## config.mk

```make
export PLATFORM = sky130hd
export DESIGN_NAME = mult_block
export DESIGN_NICKNAME = d
export VERILOG_FILES = /design/src/rtl/mult_block_pkg.sv /design/src/rtl/mult_block.sv
export SDC_FILE = /design/constraint.sdc
export NUM_CORES = 2
export LEC_CHECK = 0
export ABC_AREA = 1
export BUFFER_PORTS_ARGS = -buffer_cell sky130_fd_sc_hd__buf_2
export CELL_PAD_IN_SITES_DETAIL_PLACEMENT = 0
export CELL_PAD_IN_SITES_GLOBAL_PLACEMENT = 1
export CORE_ASPECT_RATIO = 1.1
export CORE_UTILIZATION = 40
export DETAILED_ROUTE_END_ITERATION = 12
export PLACE_DENSITY = 0.69
export SYNTH_ARGS = -nofsm -noshare
export SYNTH_HDL_FRONTEND = slang
export SYNTH_SLANG_ARGS = --single-unit
export TNS_END_PERCENT = 1
```

## constraint.sdc

```tcl
create_clock -name pclk -period 13.4 [get_ports pclk]
set_input_delay 1.34 -clock pclk [delete_from_list [all_inputs] [get_ports pclk]]
set_output_delay 1.34 -clock pclk [all_outputs]
set_load 0.1 [all_outputs]
```

## src/rtl/mult_block_pkg.sv

```systemverilog
// ---------------------------------------------------------------------------
// Register map, field layout and widths of the multiplier block.
// ---------------------------------------------------------------------------
package mult_block_pkg;

   // Datapath widths.
   localparam int WIDE_W   = 18;
   localparam int NARROW_W = 9;
   localparam int PROD_W   = 36;
   localparam int HALF_P_W = 18;

   // Register byte offsets.
   localparam logic [7:0] OFF_CTRL      = 8'h00;
   localparam logic [7:0] OFF_OPERAND_A = 8'h04;
   localparam logic [7:0] OFF_OPERAND_B = 8'h08;
   localparam logic [7:0] OFF_RESULT_LO = 8'h0c;
   localparam logic [7:0] OFF_RESULT_HI = 8'h10;
   localparam logic [7:0] OFF_STATUS    = 8'h14;

   // Control register field positions.
   localparam int CTRL_DUAL    = 0;
   localparam int CTRL_REG_A   = 1;
   localparam int CTRL_REG_B   = 2;
   localparam int CTRL_REG_SGN = 3;
   localparam int CTRL_REG_OUT = 4;
   localparam int CTRL_SIGN_A  = 5;
   localparam int CTRL_SIGN_B  = 6;
   localparam int CTRL_CE      = 7;
   localparam int CTRL_CLEAR   = 8;
   localparam int CTRL_W       = 9;

   // Reset values.
   localparam logic [8:0]  CTRL_RESET    = 9'h000;
   localparam logic [17:0] OPERAND_RESET = 18'h00000;
   localparam logic [35:0] PROD_RESET    = 36'h000000000;

   // Operating modes.
   typedef enum logic
   {
      MODE_WIDE = 1'b0,
      MODE_DUAL = 1'b1
   } mode_t;

endpackage : mult_block_pkg

```

## src/rtl/mult_block.sv

```systemverilog
// Operation
// - One wide or two narrow independent multipliers.
// - Operands registered or bypassed, mode-sized sections.
// - Register-or-bypass chosen per operand.
// - Input registers have clock, enable, async clear.
// - All datapath registers share one clock, enable, clear.
// - Sign controls select signed or unsigned operands.
// - Product signed if any operand signed, full precision.
// - Both narrow multipliers share the two sign controls.
// - Product optionally registered in mode-sized sections.
//
// The implementer's own choices: the APB register port and the register offsets.
`timescale 1ns/1ns
module mult_block
#(
   // Datapath widths; the array below is laid out for exactly these values.
   parameter int WIDE_W   = mult_block_pkg::WIDE_W,
   parameter int NARROW_W = mult_block_pkg::NARROW_W,
   parameter int PROD_W   = mult_block_pkg::PROD_W
)
(
   // Clock and reset
   input  wire logic        pclk,
   input  wire logic        presetn,
   // APB slave
   input  wire logic        psel,
   input  wire logic        penable,
   input  wire logic        pwrite,
   input  wire logic [7:0]  paddr,
   input  wire logic [31:0] pwdata,
   output logic      [31:0] prdata,
   output logic             pready,
   output logic             pslverr
);

   // ------------------------------------------------------------------------
   // Elaboration check
   // ------------------------------------------------------------------------

   // The bus fields and the split into two narrow products assume these
   // widths; any other value would silently misplace bits, so it is refused.
   if (WIDE_W != mult_block_pkg::WIDE_W || NARROW_W != mult_block_pkg::NARROW_W
       || PROD_W != mult_block_pkg::PROD_W)
   begin : g_width_check
      $error("mult_block: unsupported datapath width");
   end

   // ------------------------------------------------------------------------
   // APB decode
   // ------------------------------------------------------------------------

   // A transfer is served in the first access cycle; pready is the qualifier.
   // Only the six aligned word addresses decode; anything else is refused.
   logic        [mult_block_pkg::CTRL_W-1:0] ctrl;
   logic        [mult_block_pkg::WIDE_W-1:0] operand_a;
   logic        [mult_block_pkg::WIDE_W-1:0] operand_b;
   wire logic   setup_phase = psel & ~penable;
   wire logic   hit_ctrl    = paddr == mult_block_pkg::OFF_CTRL;
   wire logic   hit_a       = paddr == mult_block_pkg::OFF_OPERAND_A;
   wire logic   hit_b       = paddr == mult_block_pkg::OFF_OPERAND_B;
   wire logic   hit_lo      = paddr == mult_block_pkg::OFF_RESULT_LO;
   wire logic   hit_hi      = paddr == mult_block_pkg::OFF_RESULT_HI;
   wire logic   hit_status  = paddr == mult_block_pkg::OFF_STATUS;
   wire logic   mapped      = hit_ctrl | hit_a | hit_b | hit_lo | hit_hi | hit_status;
   wire logic   wr_commit   = psel & penable & pready & pwrite & ~pslverr;

   // ------------------------------------------------------------------------
   // Control fields
   // ------------------------------------------------------------------------

   // All datapath registers see the same enable and the same clear.
   wire mult_block_pkg::mode_t mode = mult_block_pkg::mode_t'(ctrl[mult_block_pkg::CTRL_DUAL]);
   wire logic reg_a_en   = ctrl[mult_block_pkg::CTRL_REG_A];
   wire logic reg_b_en   = ctrl[mult_block_pkg::CTRL_REG_B];
   wire logic reg_sgn_en = ctrl[mult_block_pkg::CTRL_REG_SGN];
   wire logic reg_out_en = ctrl[mult_block_pkg::CTRL_REG_OUT];
   wire logic shared_ce  = ctrl[mult_block_pkg::CTRL_CE];
   // The clear comes from a flop, so it is glitch free as an async reset.
   // It is level sensitive: the datapath stays at zero while the bit is set.
   wire logic dp_clr_n   = presetn & ~ctrl[mult_block_pkg::CTRL_CLEAR];

   // ------------------------------------------------------------------------
   // Input registers
   // ------------------------------------------------------------------------

   logic [mult_block_pkg::WIDE_W-1:0] in_reg_a;
   logic [mult_block_pkg::WIDE_W-1:0] in_reg_b;
   logic                              in_reg_sign_a;
   logic                              in_reg_sign_b;

   // One stage for each operand and for the sign pair, cleared asynchronously.
   // The sign pair has a stage of its own so that it can stay aligned with
   // registered operands while the sign controls change.
   always_ff @(posedge pclk or negedge dp_clr_n)
   begin
      if (!dp_clr_n)
      begin
         in_reg_a      <= mult_block_pkg::OPERAND_RESET;
         in_reg_b      <= mult_block_pkg::OPERAND_RESET;
         in_reg_sign_a <= 1'b0;
         in_reg_sign_b <= 1'b0;
      end
      else if (shared_ce)
      begin
         in_reg_a      <= operand_a;
         in_reg_b      <= operand_b;
         in_reg_sign_a <= ctrl[mult_block_pkg::CTRL_SIGN_A];
         in_reg_sign_b <= ctrl[mult_block_pkg::CTRL_SIGN_B];
      end
   end

   // Each operand picks its own path; the full 18 bits carry both halves.
   wire logic [17:0] mul_a  = reg_a_en ? in_reg_a : operand_a;
   wire logic [17:0] mul_b  = reg_b_en ? in_reg_b : operand_b;
   wire logic        sign_a = reg_sgn_en ? in_reg_sign_a : ctrl[mult_block_pkg::CTRL_SIGN_A];
   wire logic        sign_b = reg_sgn_en ? in_reg_sign_b : ctrl[mult_block_pkg::CTRL_SIGN_B];

   // ------------------------------------------------------------------------
   // Multiplier stage
   // ------------------------------------------------------------------------

   // Each operand is extended by one bit, sign or zero, so one signed
   // multiply covers all four sign combinations at full precision.
   wire logic signed [18:0] ext_a  = {sign_a & mul_a[17], mul_a};
   wire logic signed [18:0] ext_b  = {sign_b & mul_b[17], mul_b};
   wire logic signed [37:0] wide_p = ext_a * ext_b;

   // Both narrow multipliers use the same sign pair.
   wire logic signed [9:0]  ext_a0 = {sign_a & mul_a[8], mul_a[8:0]};
   wire logic signed [9:0]  ext_b0 = {sign_b & mul_b[8], mul_b[8:0]};
   wire logic signed [9:0]  ext_a1 = {sign_a & mul_a[17], mul_a[17:9]};
   wire logic signed [9:0]  ext_b1 = {sign_b & mul_b[17], mul_b[17:9]};
   wire logic signed [19:0] nar_p0 = ext_a0 * ext_b0;
   wire logic signed [19:0] nar_p1 = ext_a1 * ext_b1;

   // The upper half of the result belongs to the second narrow multiplier.
   // A result read while the operands change may mix old and new halves;
   // software writes both operands first and then reads both halves.
   wire logic [35:0] product = (mode == mult_block_pkg::MODE_DUAL)
                               ? {nar_p1[17:0], nar_p0[17:0]}
                               : wide_p[35:0];

   // ------------------------------------------------------------------------
   // Output register
   // ------------------------------------------------------------------------

   logic [mult_block_pkg::PROD_W-1:0] out_reg;

   // Two 18-bit sections share the control; in wide mode they act as one.
   // All 36 bits load together, so both halves always hold one product.
   always_ff @(posedge pclk or negedge dp_clr_n)
   begin
      if (!dp_clr_n)
      begin
         out_reg <= mult_block_pkg::PROD_RESET;
      end
      else if (shared_ce)
      begin
         out_reg <= product;
      end
   end

   wire logic [35:0] result = reg_out_en ? out_reg : product;

   // ------------------------------------------------------------------------
   // Software registers
   // ------------------------------------------------------------------------

   // Control and operand words take effect at the committing edge only.
   // Writes to the result and status words are accepted and change nothing.
   always_ff @(posedge pclk or negedge presetn)
   begin
      if (!presetn)
      begin
         ctrl      <= mult_block_pkg::CTRL_RESET;
         operand_a <= mult_block_pkg::OPERAND_RESET;
         operand_b <= mult_block_pkg::OPERAND_RESET;
      end
      else if (wr_commit)
      begin
         if (hit_ctrl)
            ctrl <= pwdata[mult_block_pkg::CTRL_W-1:0];
         if (hit_a)
            operand_a <= pwdata[17:0];
         if (hit_b)
            operand_b <= pwdata[17:0];
      end
   end

   // Read data is chosen here and captured in the setup cycle.
   wire logic        result_signed = sign_a | sign_b;
   wire logic [31:0] status_word   = {29'h00000000, result_signed, mode, shared_ce};
   wire logic [31:0] read_word     = hit_ctrl   ? {23'h000000, ctrl}
                                   : hit_a      ? {14'h0000, operand_a}
                                   : hit_b      ? {14'h0000, operand_b}
                                   : hit_lo     ? result[31:0]
                                   : hit_hi     ? {28'h0000000, result[35:32]}
                                   : hit_status ? status_word
                                   : 32'h00000000;

   // ------------------------------------------------------------------------
   // APB answer
   // ------------------------------------------------------------------------

   // One wait-free answer: pready rises in the first access cycle.
   // An unmapped address answers with an error and a zero word instead of
   // stalling, so a stray access never hangs the bus.
   always_ff @(posedge pclk or negedge presetn)
   begin
      if (!presetn)
      begin
         pready  <= 1'b0;
         pslverr <= 1'b0;
         prdata  <= 32'h00000000;
      end
      else
      begin
         pready  <= setup_phase;
         pslverr <= setup_phase & ~mapped;
         if (setup_phase)
            prdata <= pwrite ? 32'h00000000 : read_word;
      end
   end

endmodule : mult_block

```

==> results.yml <==
status:
  status: "completed"
sta:
  post-route-min-period_ps: 8590
  worst_pin_slew_ps: 1210
  final_max_slew_viol_count: 0
  timing_hold_violations_final: 0
  maxSlewHeadroom_pct: 19.2
  post-route-period-util_pct: 64.1
  totalNegativeSetupSlack_ps: 0
  setup_viol: 0
  grt_setup_unrepaired: "no"
  fin_worst_skew_ps: 20.6
  fmax_mhz: 116
power:
  post_route_total_power_mw: 0.973
  power.sequential.fraction_pct: 47.9
  combPwrFrac_pct: 4.5
  power_density_mw_per_mm2: 36.2
  ir_worst_vdd_mv: 0.0960
  share_clk_of_total_power_pct: 47.7
  total_switching_power_mw: 0.255
  static-leakage-power_nw: 13.9
  cellInternalPower_mw: 0.718
  switching_share_pct: 26.2
setup_path:
  critPathCaptureType: "flop"
  worstPathArrival_ps: 8900
  worstSetupStartpointType: "flop"
  worstPathMaxFanout: 40
  path_class: "reg -> reg"
  critical_path.most_common_cell: "nand2_1"
  worst_ep_required_time_ps: 13710
  cp_slowest_stage_delay_ps: 900
  critical_path.slowest_cell: "fa_1"
routing:
  wl_per_cell_um: 20.0
  antenna_violating_nets_post_route: 0
  dr_total_vias: 20300
  route.final.wire_length_mm: 79.8
  drt_drc_violations_left: 0
  dr.first_iter.drc_count: 1243
  drt_first_pass_iters: 5
  detail_route.vias_per_cell: 5.08
global_routing:
  grt_max_degree: 79
  grt_overflow_total: 0
  antenna_found_initial: 1
  grtUsageTotal_pct: 26.4
  grt_pass1_wl_mm: 126
  first_global_vias: 21400
floorplan:
  io_pins: 79
  die_width_um: 240
  rows: 95
  core_area_mm2: 0.0613
  design.die.area_mm2: 0.0634
  die_h_um: 264
  initial_core_util_pct: 40.7
placement:
  gp_routability_congestion: 0.881
  port-buffer-count: 64
  dp_hpwl_mm: 65.3
clock_network:
  clock_sink_count: 153
  ctsLongestPathBuffers: 2
  clock_tree_from_tritoncts: "yes"
  cts_hold_buffers: 0
  htreeDepth: 4
  cts-root-buf: "clkbuf_16"
  cts_inserted_buffers: 17
  cts.clk_slew.worst_paths_ps: 70
  worst_skew_pair.late_latency_ps: 420
  cts_repair_resize_count: 0
  cts_setup_buffers: 0
synth:
  fraction_of_synthesis_flops_using_an_asynchronous_set_or_reset_pin_pct: 100
  synth.distinct_cells: 43
  share_of_the_yosys_chip_area_belonging_to_registers_pct: 15.4
  post_synth.cell_area_avg_um2: 8.00
  synth_top_cells_by_area: "fa_1 36%, dfrtp_1 15%, inv_1 11%"
  yosys_most_used_dff: "dfrtp_1"
  synthesis.nets: 3796
  yosys.area.top_type_share_pct: 36.1
  synth_seq_cells: 153
  synth_enable_flop_cells: 0
  yosys_warnings: 0
  syn_inst: 3117
  dominant_cell_by_count_in_the_synthesized_netlist: "inv_1"
  syn-cell-area_mm2: 0.0249
  synth_area_leader_cell: "fa_1"
  synth_top_cells_by_count: "701 x inv_1, 682 x nand2_1, 450 x fa_1"
run:
  drv_cap: 0
finish:
  final_net_count: 3840
  share_of_final_layout_standard_cells_stronger_than_drive_strength_1_pct: 5.39
  count_of_inserted_antenna_diode_cells: 0
  area_growth_pct: 7.86
  largest_register_ff_count: 36
hold_path:
  hp-class: "reg -> async"
## worst max-delay path: cells and delay by family (launching register included)
| family | cells | cell delay (ps) |
|---|---|---|
| fa+ha+maj | 8 | 4220 |
| simple gates | 12 | 1450 |
| buf+inv | 7 | 1450 |
| compound gates | 5 | 980 |
| flops | 1 | 340 |
## metrics by stage
stage | cell area (um2) | setup WS [ps] | instances | hold slack [ps] | util, %
after floorplan | 24900 | 6490 | 3117 | 442 | -
after global placement | 26300 | 4900 | 3966 | 210 | 42.9
after detailed placement | 26300 | 4840 | 3966 | 213 | 42.9
after CTS | 26900 | 4820 | 3998 | 221 | 43.9
after global routing | 26900 | 4220 | 3998 | 234 | 43.9
final | 26900 | 4810 | 3998 | 226 | 43.9
## final cells by class
cell class | count | area (um2)
inverters | 715 | 2680
clock inverters | 14 | 134
flip-flops and latches | 153 | 3830
clock buffers | 18 | 429
well taps | 824 | 1030
multi-input cells | 2161 | 18100
fillers | 6334 | 34400
repair buffers | 113 | 691
## path summary, 6_finish.rpt
check	start	endpoint	slack, ps	cells past startpoint
max in group asynchronous	presetn	in_reg_a[13]	11370	4
max reg2reg	ctrl[1]	prdata[3]	4810	32
min reg2reg	ctrl[8]	out_reg[5]	230	1
min in group pclk	in_reg_b[17]	in_reg_b[17]	480	2
max	ctrl[1]	prdata[3]	4810	32
min	ctrl[8]	out_reg[5]	230	1
## routing by layer
layer	routed length [um]	global-route usage, %	vias to the layer above
met3	3790	2.88	83
met2	38300	43.9	508
met5	13	0	-
li1	-	-	9482
met4	2050	6.20	2
met1	35600	36.8	10300
## power groups by stage
stage,clock network [mW],registers (mW),logic (mW)
after floorplan,0,0.478,0.0173
after global placement,0,0.474,0.0439
after detailed placement,0,0.474,0.0442
after CTS,0.472,0.466,0.0443
after global routing,0.492,0.466,0.0479
final,0.464,0.466,0.0434
## logic make-up (layout without fill, tap and decap cells)
kind of cell | Yosys count | count (layout) | share of synthesized area, %
compound gates | 408 | 408 | 8.90
simple gates | 1092 | 1092 | 17.3
flops | 153 | 153 | 15.4
fa+ha+maj | 634 | 634 | 45.4
xor+xnor | 27 | 27 | 0.948
buf+inv | 803 | 860 | 12.1
## cell usage in the layout, fill, tap and decap left out, types with 11 or more instances in the layout
cell	synthesis	layout
nor3_1	12	12
a21oi_1	112	112
nor2_1	286	285
o21ai_2	8	11
nand3_1	79	79
nand2_1	682	682
inv_1	701	701
clkbuf_16	0	17
a31oi_1	11	11
buf_2	3	63
a21o_1	11	11
ha_1	184	184
dfrtp_1	153	152
o21ai_1	10	20
fa_1	450	450
o21ai_0	218	205
xnor2_1	16	16
o211ai_1	17	17
buf_4	3	50
clkinv_1	12	12
xor2_1	11	11
No activity file was read; power rests on OpenSTA's default activity.
